**config.mk**
```make
export PLATFORM = sky130hd
export DESIGN_NAME = csc_clock_source_control
export DESIGN_NICKNAME = d
export VERILOG_FILES = /design/src/hdl/csc_pkg.sv /design/src/hdl/csc_clock_source_control.sv
export SDC_FILE = /design/constraint.sdc
export NUM_CORES = 1
export LEC_CHECK = 0
export BUFFER_PORTS_ARGS = -buffer_cell sky130_fd_sc_hd__buf_4
export CELL_PAD_IN_SITES_DETAIL_PLACEMENT = 1
export CELL_PAD_IN_SITES_GLOBAL_PLACEMENT = 2
export CORE_MARGIN = 1
export CORE_UTILIZATION = 41
export DETAILED_ROUTE_END_ITERATION = 10
export MAX_ROUTING_LAYER = met4
export PLACE_DENSITY = 0.89
export SYNTH_ARGS = -nofsm -noshare
export SYNTH_HDL_FRONTEND = slang
export SYNTH_SLANG_ARGS = --single-unit
```
**constraint.sdc**
```tcl
create_clock -name clk -period 6.2 [get_ports clk]
set_clock_uncertainty 0.15 [all_clocks]
set_input_delay 1.24 -clock clk [delete_from_list [all_inputs] [get_ports clk]]
set_output_delay 1.24 -clock clk [all_outputs]
set_load 0.01 [all_outputs]
```
**src/hdl/csc_pkg.sv**
```systemverilog
// Constants, register map and status layout of the clock source control block.
// Assumes one 100 MHz system clock and a simple strobe register port.
// Overview of operation
// - Crystal oscillator is off after reset until software enables it.
// - Crystal runs through light sleep, stops in deep stop, restarts as configured.
// - Passthrough setting forwards the crystal input pin as an external clock.
// - External clocks pass unchanged through light sleep and deep stop.
// - PLL output is unusable after start until its locked flag sets.
// - PLLs run through sleep and are not auto stopped in deep stop.
// - Reference may switch to stable crystal, system clock to locked PLL; ring may stop.
// - Crystal clock reaches pins only through general purpose output generators.
// - The one generator has only a source mux: ring, crystal, ext a or ext b.
package csc_pkg;
    localparam logic [3:0] CSC_ADDR_CTRL   = 4'h0;
    localparam logic [3:0] CSC_ADDR_STATUS = 4'h1;
    localparam logic [3:0] CSC_ADDR_SEL    = 4'h2;
    localparam logic [3:0] CSC_ADDR_IRQ_ST = 4'h3;
    localparam logic [3:0] CSC_ADDR_IRQ_MK = 4'h4;
    // Control bits
    localparam int CSC_CTRL_XO_EN   = 0;
    localparam int CSC_CTRL_XO_PASS = 1;
    localparam int CSC_CTRL_RO_EN   = 2;
    localparam int CSC_CTRL_PLLS_EN = 3;
    localparam int CSC_CTRL_PLLU_EN = 4;
    localparam logic [7:0] CSC_CTRL_RST = 8'h04;
    // Status and event bits
    localparam int CSC_ST_XO_STABLE = 0;
    localparam int CSC_ST_PLLS_LOCK = 1;
    localparam int CSC_ST_PLLU_LOCK = 2;
    localparam int CSC_ST_XO_RUN    = 3;
    localparam int CSC_ST_RO_RUN    = 4;
    // Select register: bit0 ref on crystal, bit1 sys on PLL, bits 3:2 gp output source
    localparam int CSC_SEL_REF_XO = 0;
    localparam int CSC_SEL_SYS_PLL = 1;
    localparam int CSC_SEL_GP_LO  = 2;
    localparam logic [1:0] CSC_GP_RING = 2'h0;
    localparam logic [1:0] CSC_GP_XO   = 2'h1;
    localparam logic [1:0] CSC_GP_EXTA = 2'h2;
    localparam logic [1:0] CSC_GP_EXTB = 2'h3;
    // Settle times
    localparam int CSC_CLK_MHZ      = 100;
    localparam int CSC_XO_START_US  = 1000;
    localparam int CSC_PLL_LOCK_US  = 100;
    localparam int CSC_XO_START_CYC = CSC_XO_START_US * CSC_CLK_MHZ;
    localparam int CSC_PLL_LOCK_CYC = CSC_PLL_LOCK_US * CSC_CLK_MHZ;
    localparam int CSC_CNT_W        = 24;
    typedef struct packed {
        logic       wr;
        logic       rd;
        logic [3:0] addr;
        logic [7:0] wdata;
    } csc_bus_t;
    typedef struct packed {
        logic sleep;
        logic deep_stop;
    } csc_pwr_t;
endpackage : csc_pkg

```
**src/hdl/csc_clock_source_control.sv**
```systemverilog
// Clock source control: crystal, ring, PLL run/settle state and source select.
// Assumes external sources are sampled pins; oscillators are modelled by enables.
//
// Our own choices: the register offsets and the plain strobed port.
`timescale 1ns/10ps
`default_nettype none
module csc_clock_source_control
    import csc_pkg::*;
#(
    parameter int XO_START_CYC = CSC_XO_START_CYC,
    parameter int PLL_LOCK_CYC = CSC_PLL_LOCK_CYC
)(
    input  wire logic       clk,
    input  wire logic       sys_rst,
    input  wire csc_bus_t   bus,
    output var  logic [7:0] rdata,
    input  wire csc_pwr_t   pwr,
    input  wire logic       crystal_input_pin,
    input  wire logic       ext_clock_input_a,
    input  wire logic       ext_clock_input_b,
    input  wire logic       ring_oscillator,
    output var  logic       crystal_oscillator,
    output var  logic       ring_run,
    output var  logic       pll_sys_run,
    output var  logic       pll_usb_run,
    output var  logic       pll_sys_usable,
    output var  logic       pll_usb_usable,
    output var  logic       ref_on_crystal,
    output var  logic       sys_on_pll,
    output var  logic       gp_clock_out,
    output var  logic       irq
);
    logic [7:0]           ctrl_q;
    logic [7:0]           sel_q;
    logic [7:0]           ist_q;
    logic [7:0]           imask_q;
    logic [7:0]           rdata_q;
    logic [CSC_CNT_W-1:0] xo_cnt_q;
    logic [CSC_CNT_W-1:0] ps_cnt_q;
    logic [CSC_CNT_W-1:0] pu_cnt_q;
    logic                 xo_stab_q;
    logic                 ps_lock_q;
    logic                 pu_lock_q;
    logic [2:0]           xi_s_q;
    logic [2:0]           ea_s_q;
    logic [2:0]           eb_s_q;
    logic [2:0]           ro_s_q;
    logic                 xi_f_q;
    logic                 ea_f_q;
    logic                 eb_f_q;
    logic                 ro_f_q;
    logic                 gp_q;
    logic                 irq_q;

    function automatic logic settle(input logic [CSC_CNT_W-1:0] c, input int lim);
        settle = (c >= CSC_CNT_W'(lim));
    endfunction : settle

    // Three-stage pin filter: a new level counts once the last two stages agree.
    // Costs one extra cycle of latency but rejects a metastable single-cycle blip.
    function automatic logic pin_level(input logic [2:0] s, input logic held);
        pin_level = (s[2] == s[1]) ? s[2] : held;
    endfunction : pin_level

    // Register map, all eight bits wide:
    //   0 control: crystal enable, passthrough, ring enable, system and USB PLL enables
    //   1 status, read only: crystal stable, two lock flags, crystal and ring running
    //   2 select: reference on crystal, system on PLL, two bits of output source
    //   3 events: rising stable and lock flags, each cleared by writing a one
    //   4 event mask, same layout as the events
    //   Reads of any other offset return zero and writes there are dropped
    // Register decode
    wire wr_ctrl  = bus.wr && (bus.addr == CSC_ADDR_CTRL);
    wire wr_sel   = bus.wr && (bus.addr == CSC_ADDR_SEL);
    wire wr_ist   = bus.wr && (bus.addr == CSC_ADDR_IRQ_ST);
    wire wr_imask = bus.wr && (bus.addr == CSC_ADDR_IRQ_MK);
    // Crystal runs only when enabled and outside deep stop; config survives deep stop
    wire xo_run   = ctrl_q[CSC_CTRL_XO_EN] && !pwr.deep_stop;
    // Ring stops in deep stop too; only allowed off once ref is on the crystal
    wire ro_run   = ctrl_q[CSC_CTRL_RO_EN] && !pwr.deep_stop;
    // PLL enables ignore sleep and deep stop entirely; software must stop them
    wire ps_run   = ctrl_q[CSC_CTRL_PLLS_EN];
    wire pu_run   = ctrl_q[CSC_CTRL_PLLU_EN];
    // Passthrough skips the crystal startup wait, as the pin clock is already good
    wire xo_good  = xo_run && (ctrl_q[CSC_CTRL_XO_PASS] || settle(xo_cnt_q, XO_START_CYC));
    // PLL reference disappears with the crystal, so lock is lost with it
    wire ps_good  = ps_run && xo_stab_q && settle(ps_cnt_q, PLL_LOCK_CYC);
    wire pu_good  = pu_run && xo_stab_q && settle(pu_cnt_q, PLL_LOCK_CYC);
    wire [7:0] st_now = {3'h0, ro_run, xo_run, pu_lock_q, ps_lock_q, xo_stab_q};
    wire [7:0] ev = {5'h0, pu_good & ~pu_lock_q, ps_good & ~ps_lock_q, xo_good & ~xo_stab_q};
    // Crystal source: passthrough forwards the synchronised pin level
    wire xo_clk   = xo_run && xi_f_q;
    wire [1:0] gp_src = sel_q[CSC_SEL_GP_LO +: 2];
    // Selecting the crystal before it is stable falls back to the ring source
    wire ref_xo   = sel_q[CSC_SEL_REF_XO] && xo_stab_q;
    wire sys_pll  = sel_q[CSC_SEL_SYS_PLL] && ps_lock_q;
    // Crystal reaches the pin only through the gp generator mux
    wire gp_d     = (gp_src == CSC_GP_XO)   ? (xo_clk && xo_stab_q) :
                    (gp_src == CSC_GP_EXTA) ? ea_f_q :
                    (gp_src == CSC_GP_EXTB) ? eb_f_q : (ro_run && ro_f_q);
    wire [7:0] rd_mux = (bus.addr == CSC_ADDR_CTRL)   ? ctrl_q  :
                        (bus.addr == CSC_ADDR_STATUS) ? st_now  :
                        (bus.addr == CSC_ADDR_SEL)    ? sel_q   :
                        (bus.addr == CSC_ADDR_IRQ_ST) ? ist_q   :
                        (bus.addr == CSC_ADDR_IRQ_MK) ? imask_q : 8'h00;

    // Pin synchronisers; external sources run regardless of power state
    always_ff @(posedge clk or posedge sys_rst)
    begin
        if (sys_rst)
        begin
            xi_s_q <= 3'h0;
            ea_s_q <= 3'h0;
            eb_s_q <= 3'h0;
            ro_s_q <= 3'h0;
        end
        else
        begin
            xi_s_q <= {xi_s_q[1:0], crystal_input_pin};
            ea_s_q <= {ea_s_q[1:0], ext_clock_input_a};
            eb_s_q <= {eb_s_q[1:0], ext_clock_input_b};
            ro_s_q <= {ro_s_q[1:0], ring_oscillator};
        end
    end

    // Filtered pin levels; only the last two stages are read, never the first
    always_ff @(posedge clk or posedge sys_rst)
    begin
        if (sys_rst)
        begin
            xi_f_q <= 1'b0;
            ea_f_q <= 1'b0;
            eb_f_q <= 1'b0;
            ro_f_q <= 1'b0;
        end
        else
        begin
            xi_f_q <= pin_level(xi_s_q, xi_f_q);
            ea_f_q <= pin_level(ea_s_q, ea_f_q);
            eb_f_q <= pin_level(eb_s_q, eb_f_q);
            ro_f_q <= pin_level(ro_s_q, ro_f_q);
        end
    end

    // Software registers; ring enable can only drop once ref is on the crystal
    always_ff @(posedge clk or posedge sys_rst)
    begin
        if (sys_rst)
        begin
            ctrl_q  <= CSC_CTRL_RST;
            sel_q   <= 8'h00;
            imask_q <= 8'h00;
        end
        else
        begin
            if (wr_ctrl)
                ctrl_q <= bus.wdata | {5'h0, !ref_xo, 2'h0};
            if (wr_sel)
                sel_q <= bus.wdata;
            if (wr_imask)
                imask_q <= bus.wdata;
        end
    end

    // Settle counters restart whenever their source stops
    always_ff @(posedge clk or posedge sys_rst)
    begin
        if (sys_rst)
        begin
            xo_cnt_q <= '0;
            ps_cnt_q <= '0;
            pu_cnt_q <= '0;
        end
        else
        begin
            xo_cnt_q <= !xo_run ? '0 : (xo_good ? xo_cnt_q : xo_cnt_q + 1'b1);
            ps_cnt_q <= !(ps_run && xo_stab_q) ? '0 : (ps_good ? ps_cnt_q : ps_cnt_q + 1'b1);
            pu_cnt_q <= !(pu_run && xo_stab_q) ? '0 : (pu_good ? pu_cnt_q : pu_cnt_q + 1'b1);
        end
    end

    // Status flags and sticky events; a new event wins over a write-one clear
    always_ff @(posedge clk or posedge sys_rst)
    begin
        if (sys_rst)
        begin
            xo_stab_q <= 1'b0;
            ps_lock_q <= 1'b0;
            pu_lock_q <= 1'b0;
            ist_q     <= 8'h00;
        end
        else
        begin
            xo_stab_q <= xo_good;
            ps_lock_q <= ps_good;
            pu_lock_q <= pu_good;
            ist_q     <= (ist_q & ~(wr_ist ? bus.wdata : 8'h00)) | ev;
        end
    end

    // Registered outputs
    always_ff @(posedge clk or posedge sys_rst)
    begin
        if (sys_rst)
        begin
            rdata_q            <= 8'h00;
            gp_q               <= 1'b0;
            irq_q              <= 1'b0;
            crystal_oscillator <= 1'b0;
            ring_run           <= 1'b1;
            pll_sys_run        <= 1'b0;
            pll_usb_run        <= 1'b0;
            pll_sys_usable     <= 1'b0;
            pll_usb_usable     <= 1'b0;
            ref_on_crystal     <= 1'b0;
            sys_on_pll         <= 1'b0;
        end
        else
        begin
            rdata_q            <= bus.rd ? rd_mux : 8'h00;
            gp_q               <= gp_d;
            irq_q              <= |(ist_q & imask_q);
            crystal_oscillator <= xo_run;
            ring_run           <= ro_run;
            pll_sys_run        <= ps_run;
            pll_usb_run        <= pu_run;
            pll_sys_usable     <= ps_lock_q;
            pll_usb_usable     <= pu_lock_q;
            ref_on_crystal     <= ref_xo;
            sys_on_pll         <= sys_pll;
        end
    end
    // Outputs leave straight from their flops
    assign rdata        = rdata_q;
    assign gp_clock_out = gp_q;
    assign irq          = irq_q;

    // Checks
    xo_off_reset_a: assert property (@(posedge clk) disable iff (sys_rst)
        !ctrl_q[CSC_CTRL_XO_EN] |=> !crystal_oscillator) else $error("crystal ran unenabled");
    xo_deep_a: assert property (@(posedge clk) disable iff (sys_rst)
        pwr.deep_stop |=> !crystal_oscillator && !xo_stab_q) else $error("crystal ran in deep stop");
    xo_sleep_a: assert property (@(posedge clk) disable iff (sys_rst)
        ctrl_q[CSC_CTRL_XO_EN] && !pwr.deep_stop |=> crystal_oscillator) else $error("crystal stopped");
    pll_lock_a: assert property (@(posedge clk) disable iff (sys_rst)
        $rose(pll_sys_usable) |-> $past(ps_lock_q) && pll_sys_run) else $error("pll used unlocked");
    pll_deep_a: assert property (@(posedge clk) disable iff (sys_rst)
        pwr.deep_stop |=> pll_sys_run == $past(ctrl_q[CSC_CTRL_PLLS_EN])) else $error("pll auto changed");
    ref_xo_a: assert property (@(posedge clk) disable iff (sys_rst)
        ref_on_crystal |-> $past(xo_stab_q)) else $error("ref on unstable crystal");
    flag_clear_a: assert property (@(posedge clk) disable iff (sys_rst)
        !xo_run |=> !xo_stab_q ##1 !ps_lock_q) else $error("flag set while stopped");
    gp_xo_a: assert property (@(posedge clk) disable iff (sys_rst)
        gp_src == CSC_GP_XO && !xo_stab_q |=> !gp_clock_out) else $error("raw crystal on pin");
    ext_pass_a: assert property (@(posedge clk) disable iff (sys_rst)
        gp_src == CSC_GP_EXTA |=> gp_clock_out == $past(ea_f_q)) else $error("ext clock blocked");
    irq_level_a: assert property (@(posedge clk) disable iff (sys_rst)
        |(ist_q & imask_q) |=> irq) else $error("irq missing");

    // PLL checks
    usb_lock_a: assert property (@(posedge clk) disable iff (sys_rst)
        $rose(pll_usb_usable) |-> $past(pu_lock_q) && pll_usb_run) else $error("usb pll used unlocked");
    sleep_pll_a: assert property (@(posedge clk) disable iff (sys_rst)
        pwr.sleep && ctrl_q[CSC_CTRL_PLLU_EN] |=> pll_usb_run) else $error("pll stopped in sleep");
    usb_deep_a: assert property (@(posedge clk) disable iff (sys_rst)
        pwr.deep_stop |=> pll_usb_run == $past(ctrl_q[CSC_CTRL_PLLU_EN])) else $error("usb pll changed");
    sys_pll_a: assert property (@(posedge clk) disable iff (sys_rst)
        sys_on_pll |-> $past(ps_lock_q)) else $error("sys on unlocked pll");
    lock_xo_a: assert property (@(posedge clk) disable iff (sys_rst)
        ps_lock_q |-> $past(xo_stab_q)) else $error("sys lock without crystal");
    usb_xo_a: assert property (@(posedge clk) disable iff (sys_rst)
        pu_lock_q |-> $past(xo_stab_q)) else $error("usb lock without crystal");
    usb_flag_a: assert property (@(posedge clk) disable iff (sys_rst)
        !xo_run |=> !xo_stab_q ##1 !pu_lock_q) else $error("usb lock while stopped");

    // Register and event checks
    event_wins_a: assert property (@(posedge clk) disable iff (sys_rst)
        ev[CSC_ST_XO_STABLE] |=> ist_q[CSC_ST_XO_STABLE]) else $error("event lost");
    ist_clear_a: assert property (@(posedge clk) disable iff (sys_rst)
        wr_ist && bus.wdata[CSC_ST_XO_STABLE] && !ev[CSC_ST_XO_STABLE]
        |=> !ist_q[CSC_ST_XO_STABLE]) else $error("event not cleared");
    rdata_idle_a: assert property (@(posedge clk) disable iff (sys_rst)
        !bus.rd |=> rdata == 8'h00) else $error("read data outside read");
    ctrl_wr_a: assert property (@(posedge clk) disable iff (sys_rst)
        wr_ctrl && ref_xo |=> ctrl_q == $past(bus.wdata)) else $error("control write lost");
    ring_hold_a: assert property (@(posedge clk) disable iff (sys_rst)
        wr_ctrl && !ref_xo |=> ctrl_q[CSC_CTRL_RO_EN]) else $error("ring stopped too early");
    irq_clear_a: assert property (@(posedge clk) disable iff (sys_rst)
        !(|(ist_q & imask_q)) |=> !irq) else $error("irq without event");

    // Source and routing checks
    pass_stable_a: assert property (@(posedge clk) disable iff (sys_rst)
        xo_run && ctrl_q[CSC_CTRL_XO_PASS] |=> xo_stab_q) else $error("passthrough not stable");
    ext_b_pass_a: assert property (@(posedge clk) disable iff (sys_rst)
        gp_src == CSC_GP_EXTB |=> gp_clock_out == $past(eb_f_q)) else $error("ext b blocked");
    gp_ring_a: assert property (@(posedge clk) disable iff (sys_rst)
        gp_src == CSC_GP_RING && !ro_run |=> !gp_clock_out) else $error("stopped ring on pin");
    ring_deep_a: assert property (@(posedge clk) disable iff (sys_rst)
        pwr.deep_stop |=> !ring_run) else $error("ring ran in deep stop");

    // Scenario covers
    stable_cov: cover property (@(posedge clk) disable iff (sys_rst) $rose(xo_stab_q));
    lock_cov: cover property (@(posedge clk) disable iff (sys_rst) $rose(ps_lock_q));
    deep_cov: cover property (@(posedge clk) disable iff (sys_rst) xo_stab_q ##1 pwr.deep_stop);
    usb_cov: cover property (@(posedge clk) disable iff (sys_rst) $rose(pu_lock_q));
    pass_cov: cover property (@(posedge clk) disable iff (sys_rst) ctrl_q[CSC_CTRL_XO_PASS] && xo_stab_q);
endmodule : csc_clock_source_control
`default_nettype wire

```
Yosys cells after proc, flatten, opt, wreduce, memory -nomap -nowiden
Index checks and enable logic that the tools add are counted.
Widths: inputs -> output; s select.
{"block": "totals", "ff_bits": 141, "input_bits": 22, "out_inout_bits": 18, "wordCells": 97}
{"block": "op_classes", "n_addsub": 3, "magnitude_cmp": 3, "eq_ne": 14, "n_mux": 16, "n_bitwise": 11, "n_reduce_logical": 21}
{"op": "$mux 24", "count": 6}
{"op": "$add 24x1->24 const B", "count": 3}
{"op": "$mux 8", "count": 7}
{"op": "$ge 24x14->1 const B", "count": 2}
{"op": "$ge 24x17->1 const B", "count": 1}
{"op": "$and 8x8->8", "count": 2}
{"op": "$logic_and 1x1->1", "count": 16}
{"op": "$or 8x3->8", "count": 2}
{"op": "$eq 4x2->1 const B", "count": 2}
{"op": "$not 8->8", "count": 1}
{"op": "$reduce_or 8->1", "count": 1}
{"op": "$ne 2x2->1 const B", "count": 3}
{"op": "$eq 1x1->1", "count": 4}
{"op": "$eq 2x2->1 const B", "count": 2}
{"op": "$eq 4x1->1 const B", "count": 1}
{"op": "$eq 4x3->1 const B", "count": 1}
{"op": "$logic_not 4->1", "count": 1}
{"op": "$and 1x1->1", "count": 3}
{"op": "$mux 1", "count": 3}
{"op": "$not 1->1", "count": 3}
{"op": "$eq 2x1->1 const B", "count": 1}
{"op": "$logic_not 1->1", "count": 2}
{"op": "$logic_or 1x1->1", "count": 1}

Logic depth before layout (Yosys ltp)
Gate-level depths: netlist of the first run.
{"block": "depth", "word_depth": 7, "ltp_mapped": 7, "mapped_depth_nobuf": 6}

Worst setup path after synthesis of the first run
Ideal clock, no wire load.
{"block": "synth_path", "path_type": "input -> register", "from": "input port bus[8] in the netlist's numbering", "to": "register imask_q[0]", "setup_ns": 0.125, "t_arrival_ns": 2.594, "slack_ns": 3.331, "path_stages": 4, "n_path_buf": 1, "cell_sequence": "clkbuf_1 -> nor4b_2 -> nand2_1 -> mux2_2"}
{"block": "synth_via", "elab_chain_cells": 2}
{"element": "start: declaration", "line": "csc_clock_source_control.sv:15", "rtl": "input wire csc_bus_t bus,"}
{"element": "$eq 4x3->1", "line": "csc_clock_source_control.sv:76", "rtl": "wire wr_imask = bus.wr && (bus.addr == CSC_ADDR_IRQ_MK);"}
{"element": "$logic_and 1x1->1", "line": "csc_clock_source_control.sv:76"}
{"element": "end signal: assignment", "line": "csc_clock_source_control.sv:161", "rtl": "imask_q <= bus.wdata;"}
{"element": "end: declaration", "line": "csc_clock_source_control.sv:36", "rtl": "logic [7:0] imask_q;"}
No other way between the ends.
A chain may end at the register's enable or synchronous reset.

Worst setup path in the final report of the first run
{"block": "layout_path", "from": "input port bus[8] in the netlist's numbering", "to": "register imask_q[3]"}
The elaborated chain is that of the path after synthesis.

==> metrics.md, run 1 <==
| Metric | Value |
|---|---|
| Outcome | `completed` |
| Top_reg_cell synth | `dfrtp_1` |
| Metal2 WL | `7090 um` |
| Worst hold path class | `reg -> reg` |
| Largest net degree at the start of global routing | `91` |
| Reg2reg end | `xo_cnt_q[15]` |
| Total CTS buffers | `17` |
| Vias in the first global route | `4528` |
| FMAX | `330.6 MHz` |
| Final Cycle Share | `48.79%` |
| Flop-to-flop setup slack | `3.65 ns` |
| Leak | `0.003096 uW` |
| Actual slew at the worst max-slew pin | `1.243 ns` |
| Clk root buf | `clkbuf_16` |
| Arr. time, crit path | `3.18 ns` |
| DIE AREA | `15170 um2` |
| Max Used Layer | `met4` |
| Drt wl/cell | `18.37 um` |
| Cells along the critical path | `buf_4 > nor4b_2 > nand2_1 > mux2_2` |
| Pwr Density | `311.6 nW/um2` |
| Hold Buf Count CTS | `0` |
| Clock Latency Late Sink | `0.42 ns` |
| Synth cell types | `50` |
| # Post-CTS Setup Buffers | `0` |
| CTS Sinks | `141` |
| WS Path Type | `in -> reg` |
| Most common cell after layout, fill and taps aside | `dfrtp_1` |
| Total gr overflow | `0` |
| Fraction of the yosys area taken by sequential cells | `58.66%` |
| Synth Cell Area | `6020 um2` |
| Worst flop-to-flop path startpoint | `ctrl_q[1]` |
| Clock buffer depth | `2` |
| Final Max Slew Viols | `0` |
| Die Y | `123.2 um` |
| First-pass GRT wire length | `23870 um` |
| Post-synth EDFFs | `0` |
| Avg Cell Area, Syn | `11.34 um2` |
| Drt drc | `0` |
| CP Buf/Inv Count | `1` |
| Antenna viol nets, final | `0` |
| Relative slew slack | `16.60%` |
| CP top delay family | `simple AND/OR/NAND/NOR gates` |
| Most frequent cells in the layout | `dfrtp_1 (139), nand2_1 (43), buf_4 (40)` |
| Slowest CP cell | `nor4b_2` |
| Final hold violations | `0` |
| # port buffers | `38` |
| Metal-1 WL | `6364 um` |
| CTS tree | `yes` |
| Post-Syn Nets | `559` |
| Min Tclk post-route | `3.025 ns` |
| Largest stage delay on the critical path | `0.85 ns` |
| Overall routing resource usage | `21.58%` |
| Final WL | `14000 um` |
| Seq cells post-synth | `141` |
| First drt pass iteration count | `4` |
| Initial antenna violation count | `0` |
| Layout cells sized above 1 | `17.18%` |
| Die width | `123.2 um` |
| Fin Setup TNS | `0 ns` |
| Initial Util | `42.70%` |
| Final net count | `597` |
| Worst VDD drop | `0.0001726 V` |
| RSZ-0062 raised after global routing | `false` |
| Layout Cells excl Fill | `762` |
| Critical path endpoint category | `register` |
| Hold Path End | `ea_s_q[1]` |
| Reg2Reg Depth | `6` |
| Final Wtd Congestion | `0.8015` |
| Mapped Cells | `531` |
| Setup crit start kind | `primary input` |
| PostCTS Resize Cnt | `0` |
| Max-cap violations | `0` |
| CP Max Fanout | `17` |
| H-tree Lvls | `4` |
| # IOs | `40` |
| Cells after DPL | `730` |
| P&R area growth vs syn | `16.69%` |
| Core area | `14100 um2` |
| Yosys warnings | `0` |
| DP HPWL | `8999 um` |
| Async S/R FF share, synth | `100.0%` |
| Ant. Diodes | `0` |
| Via density | `5.604` |
| Num rows | `43` |
| Met3 wire len | `307 um` |
| CTS clk-pin slew, worst paths | `0.06 ns` |
| Critical Path RT | `6.35 ns` |
| Final setup viols | `0` |
| Hold Path Cell Cnt | `0` |
| Initial DRC count | `188` |
| Hold path start | `ea_s_q[0]` |
| Vias | `4270` |
-- layout make-up --
class / instances / area, um2
clock buffer: 26 / 499.2
clock inverter: 6 / 58.81
fill: 1500 / 7072
inverter: 10 / 42.54
multi-input combinational: 359 / 2367
sequential: 141 / 3531
tap: 180 / 225.2
timing repair buffer: 40 / 300.3
-- report_power, final --
group	internal [uW]	switching (uW)	leakage [uW]
Sequential	986	63.2	0.00187
Combinational	82.8	96.5	0.000949
Clock	592	368	0.000278
Total	1660	528	0.00310
-- cell families after synthesis --
group,Yosys count,synth area share (%)
XOR/XNOR,19,2.765
AND/OR/NAND/NOR,211,19.14
flip-flops,141,58.66
AO/OA/AOI/OAI,82,8.813
adder cells (fa/ha/maj),10,1.912
buffers and inverters,31,2.016
multiplexers,37,6.693
-- synth_stat cells, drive strengths merged (2+ instances only) --
master / instances / area share [%]
xor2: 2 / 0.29
nor2: 27 / 1.7
a21boi: 5 / 0.62
and4: 4 / 0.58
ha: 6 / 1.2
xnor2: 17 / 2.5
inv: 10 / 0.62
nor4: 16 / 1.7
o21ai: 19 / 1.6
buf: 3 / 0.25
nand2: 43 / 2.7
maj3: 4 / 0.67
dfstp: 2 / 0.87
nor3b: 3 / 0.37
o221ai: 2 / 0.29
nor3: 6 / 0.50
o22ai: 3 / 0.31
a211oi: 4 / 0.50
o211ai: 6 / 0.75
mux2i: 11 / 1.8
nand3: 24 / 2.0
or4: 9 / 1.1
a222oi: 3 / 0.50
nand4: 9 / 0.94
and2: 15 / 1.6
and3: 26 / 2.7
clkbuf: 18 / 1.1
nor4b: 3 / 0.54
dfrtp: 139 / 58
nand2b: 3 / 0.31
o21a: 3 / 0.37
mux2: 26 / 4.9
a22oi: 4 / 0.50
a21oi: 23 / 2.0
o31ai: 5 / 0.62
nor2b: 9 / 0.94
or3: 11 / 1.1
-- sequential cells by signal (all words and copies together), names as in the netlist, 3 cells and up --
signal / count
ea_s_q: 3
ist_q: 8
ps_cnt_q: 24
sel_q: 8
eb_s_q: 3
xo_cnt_q: 24
xi_s_q: 3
pu_cnt_q: 24
rdata: 8
ctrl_q: 8
imask_q: 8
ro_s_q: 3
-- routing by layer --
| layer | vias to the layer above | GRT usage (%) |
|---|---|---|
| met4 | 0 | 8.057 |
| met5 | - | - |
| met1 | 2211 | 27.32 |
| met3 | 20 | 3.921 |
| met2 | 46 | 34.64 |
| li1 | 1993 | - |
-- worst max-delay path by stage --
stage,from,endpoint,slack [ns],cells after the start
after floorplan,sys_rst,crystal_oscillator,1.03,1
after global placement,bus[8],imask_q[4],2.79,4
after detailed placement,bus[10],sel_q[1],2.72,5
after CTS,bus[10],sel_q[1],3.15,5
after global routing,bus[10],sel_q[5],3.03,5
final,bus[8],imask_q[3],3.17,4
-- through the flow --
stage / hold WS (ns) / area, um2 / util (%) / setup WS (ns) / power, uW
after floorplan: 0.1812 / 6020 / - / 1.032 / 1160
after global placement: 0.1877 / 6466 / 45.87 / 2.793 / 1231
after detailed placement: 0.1881 / 6466 / 45.87 / 2.717 / 1244
after CTS: 0.2007 / 7024 / 49.83 / 3.148 / 2208
after global routing: 0.2054 / 7024 / 49.83 / 3.029 / 2272
final: 0.1969 / 7024 / 49.83 / 3.175 / 2189
No activity file was read; power rests on OpenSTA's default activity.
==> inputs of run 2 (changes only) <==
--- a/config.mk
+++ b/config.mk
@@ -5,14 +5,15 @@
 export SDC_FILE = /design/constraint.sdc
 export NUM_CORES = 1
 export LEC_CHECK = 0
+export ABC_AREA = 1
 export BUFFER_PORTS_ARGS = -buffer_cell sky130_fd_sc_hd__buf_4
 export CELL_PAD_IN_SITES_DETAIL_PLACEMENT = 1
 export CELL_PAD_IN_SITES_GLOBAL_PLACEMENT = 2
 export CORE_MARGIN = 1
-export CORE_UTILIZATION = 41
+export CORE_UTILIZATION = 37
 export DETAILED_ROUTE_END_ITERATION = 10
 export MAX_ROUTING_LAYER = met4
-export PLACE_DENSITY = 0.89
+export PLACE_DENSITY = 0.88
 export SYNTH_ARGS = -nofsm -noshare
 export SYNTH_HDL_FRONTEND = slang
 export SYNTH_SLANG_ARGS = --single-unit
==> constraint.sdc (replaced) <==
create_clock -name clk -period 3.2 [get_ports clk]
set_clock_uncertainty 0.15 [all_clocks]
set_input_delay 0.64 -clock clk [delete_from_list [all_inputs] [get_ports clk]]
set_output_delay 0.64 -clock clk [all_outputs]
set_load 0.01 [all_outputs]
==> metrics.md, run 2 <==
| Metric | Value |
|---|---|
| Outcome | `completed (unchanged)` |
| Most common cell after layout, fill and taps aside | `nand2_1 (was dfrtp_1)` |
| RSZ-0062 raised after global routing | `false (unchanged)` |
| Post-synth EDFFs | `0 (unchanged)` |
| # IOs | `40 (unchanged)` |
| Leading area contributor after synthesis | `dfrtp_1 (unchanged)` |
| Die Y | `135.9 um (was 123.2 um)` |
| Ant. Diodes | `0 (unchanged)` |
| Drt drc | `0 (unchanged)` |
| Worst VDD drop | `0.0003125 V (was 0.0001726 V)` |
| Antenna viol nets, final | `0 (unchanged)` |
| Final Cycle Share | `62.94%` |
| Final Max Slew Viols | `0 (unchanged)` |
| Vias | `5439 (was 4270)` |
| Num rows | `48 (was 43)` |
| Max-cap violations | `0 (unchanged)` |
| Post-Syn Nets | `835 (was 559)` |
| Initial DRC count | `265 (was 188)` |
| Most frequent cell after synthesis | `nand2_1 (was dfrtp_1)` |
| Worst hold path class | `in -> reg (was reg -> reg)` |
| CP Max Fanout | `15 (was 17)` |
| Min Tclk post-route | `2.014 ns` |
| Synth Cell Area | `6634 um2 (was 6020 um2)` |
| Async S/R FF share, synth | `100.0% (unchanged)` |
| Pwr Density | `578.9 nW/um2 (was 311.6 nW/um2)` |
| Arr. time, crit path | `2.23 ns (was 3.18 ns)` |
| Hold Buf Count CTS | `0 (unchanged)` |
| # port buffers | `38 (unchanged)` |
| Setup crit start kind | `register (was primary input)` |
| DP HPWL | `11350 um (was 8999 um)` |
| Fin Setup TNS | `0 ns (unchanged)` |
| Vias in the first global route | `5755 (was 4528)` |
| Critical path endpoint category | `register (unchanged)` |
| Most frequent cells in the layout | `nand2_1 (237), dfrtp_1 (139), nor2_1 (107) (was dfrtp_1 (139), nand2_1 (43), buf_4 (40))` |
| Overall routing resource usage | `20.34% (was 21.58%)` |
| Largest net degree at the start of global routing | `142 (was 91)` |
| First-pass GRT wire length | `28210 um (was 23870 um)` |
| Clock buffer depth | `2 (unchanged)` |
| Initial antenna violation count | `0 (unchanged)` |
| CTS clk-pin slew, worst paths | `0.06 ns (about the same)` |
| Most common library cells after synthesis | `nand2_1 (237), dfrtp_1 (139), nor2_1 (107) (was dfrtp_1 (139), nand2_1 (43), nor2_1 (27))` |
| CTS Sinks | `141 (unchanged)` |
| DIE AREA | `18470 um2 (was 15170 um2)` |
| Fraction of the yosys area taken by sequential cells | `53.23% (was 58.66%)` |
| Leak | `0.003723 uW (was 0.003096 uW)` |
| Total gr overflow | `0 (unchanged)` |
| Yosys warnings | `0 (unchanged)` |
| First drt pass iteration count | `4 (unchanged)` |
| Avg Cell Area, Syn | `8.220 um2 (was 11.34 um2)` |
| Critical Path RT | `3.41 ns (was 6.35 ns)` |
| P&R area growth vs syn | `17.50% (was 16.69%)` |
| Post-synth top area share | `52.43% (was 57.78%)` |
| Die width | `135.9 um (was 123.2 um)` |
| Initial Util | `38.09% (was 42.70%)` |
| FMAX | `496.5 MHz` |
| Clk root buf | `clkbuf_16 (unchanged)` |
| PostCTS Resize Cnt | `0 (unchanged)` |
| Total CTS buffers | `17 (unchanged)` |
| Largest cells by area after synthesis | `dfrtp_1 (52%), nand2_1 (13%), nor2_1 (6.1%), inv_1 (5.1%), nand3_1 (4.1%) (was dfrtp_1 (58%), mux2_2 (4.9%), and3_1 (2.7%), nand2_1 (2.7%), xnor2_1 (2.5%))` |
| # Post-CTS Setup Buffers | `0 (unchanged)` |
| Relative slew slack | `47.38% (was 16.60%)` |
| Final instance area | `7795 um2 (was 7024 um2)` |
| Final net count | `881 (was 597)` |
| Clock Latency Late Sink | `0.43 ns (was 0.42 ns)` |
| Placed inst area | `7149 um2 (was 6466 um2)` |
| Mapped Cells | `807 (was 531)` |
| Final hold violations | `0 (unchanged)` |
| Core area | `17420 um2 (was 14100 um2)` |
| Top_reg_cell synth | `dfrtp_1 (unchanged)` |
| Layout cells sized above 1 | `10.97% (was 17.18%)` |
| Seq cells post-synth | `141 (unchanged)` |
| WS Path Type | `reg -> reg (was in -> reg)` |
| Drt wl/cell | `15.21 um (was 18.37 um)` |
| H-tree Lvls | `4 (unchanged)` |
| Via density | `4.985 (was 5.604)` |
| Synth cell types | `39 (was 50)` |
| Final WL | `16590 um (was 14000 um)` |
| CTS tree | `yes (unchanged)` |
| Largest registers | `ps_cnt_q x24, pu_cnt_q x24, xo_cnt_q x24 (unchanged)` |
| Final Wtd Congestion | `0.8584 (was 0.8015)` |
| Final setup viols | `0 (unchanged)` |
| Actual slew at the worst max-slew pin | `0.7893 ns (was 1.243 ns)` |
| Flop-to-flop setup slack | `1.19 ns (was 3.65 ns)` |
## run 2: path summary, 6_finish.rpt
path | end | startpoint | cells past startpoint
max | ps_cnt_q[5] | ps_cnt_q[12] | 7
min | eb_s_q[0] | ext_clock_input_b | 1
max reg2reg | ps_cnt_q[5] | ps_cnt_q[12] | 7
min reg2reg | xi_s_q[1] | xi_s_q[0] | 0
max in group asynchronous | crystal_oscillator | sys_rst | 3
min in group asynchronous | imask_q[6] | sys_rst | 3
## run 2: critical path, stage by stage, from the launching register on
cell     delay, ns
dfrtp_1       0.45
nand2_1       0.09
nand4_1       0.10
nor2_1        0.27
nand2_2       0.27
nand2_1       0.43
nand2_1       0.12
nand2_1       0.08
## run 2: metal layers
metal / share of wire [%] / vias to the layer above / global-route usage, %
li1: - / 2671 / -
met1: 46 / 2673 / 24.93
met2: 49 / 78 / 33.19
met3: 3.3 / 17 / 4.661
met4: 1.3 / 0 / 6.481
met5: 0 / - / -
## run 2: per-stage QoR
stage | hold slack (ns) | worst slack, ns | std cells | utilization [%] | power, uW
after detailed placement | 0.1872 | 1.081 | 1059 | 41.05 | 2386
after global routing | 0.1525 | 0.9452 | 1091 | 44.76 | 4687
after CTS | 0.1551 | 1.139 | 1091 | 44.76 | 4554
after floorplan | 0.1812 | 0.6486 | 807 | - | 2221
final | 0.1694 | 1.186 | 1091 | 44.76 | 4513
after global placement | 0.1846 | 1.127 | 1059 | 41.05 | 2362
## run 2: area by class of cell
cell class / instances / area, um2
Fill cell: 2097 / 9622
Multi-Input combinational cell: 556 / 2645
Inverter: 94 / 356.6
Sequential cell: 141 / 3531
Clock buffer: 23 / 488.0
Timing Repair Buffer: 43 / 335.3
Tap cell: 225 / 281.5
Clock inverter: 9 / 157.7
## run 2: logic make-up after synthesis
group | count (synthesis) | synth area share [%]
xor gates and xnor gates | 15 | 1.980
DFF | 141 | 53.23
AOI/OAI and AO/OA | 74 | 6.337
adders and majority gates | 10 | 1.735
and+or+nand+nor | 457 | 29.82
buffers and inverters | 110 | 6.903
## run 2: where the power goes
part,switching [uW],internal [uW],total (uW),leakage (uW)
logic,231,124,356,0.00154
registers,90.2,1910,2000,0.00187
clock network,772,1390,2160,0.000310
total,1090,3420,4510,0.00372
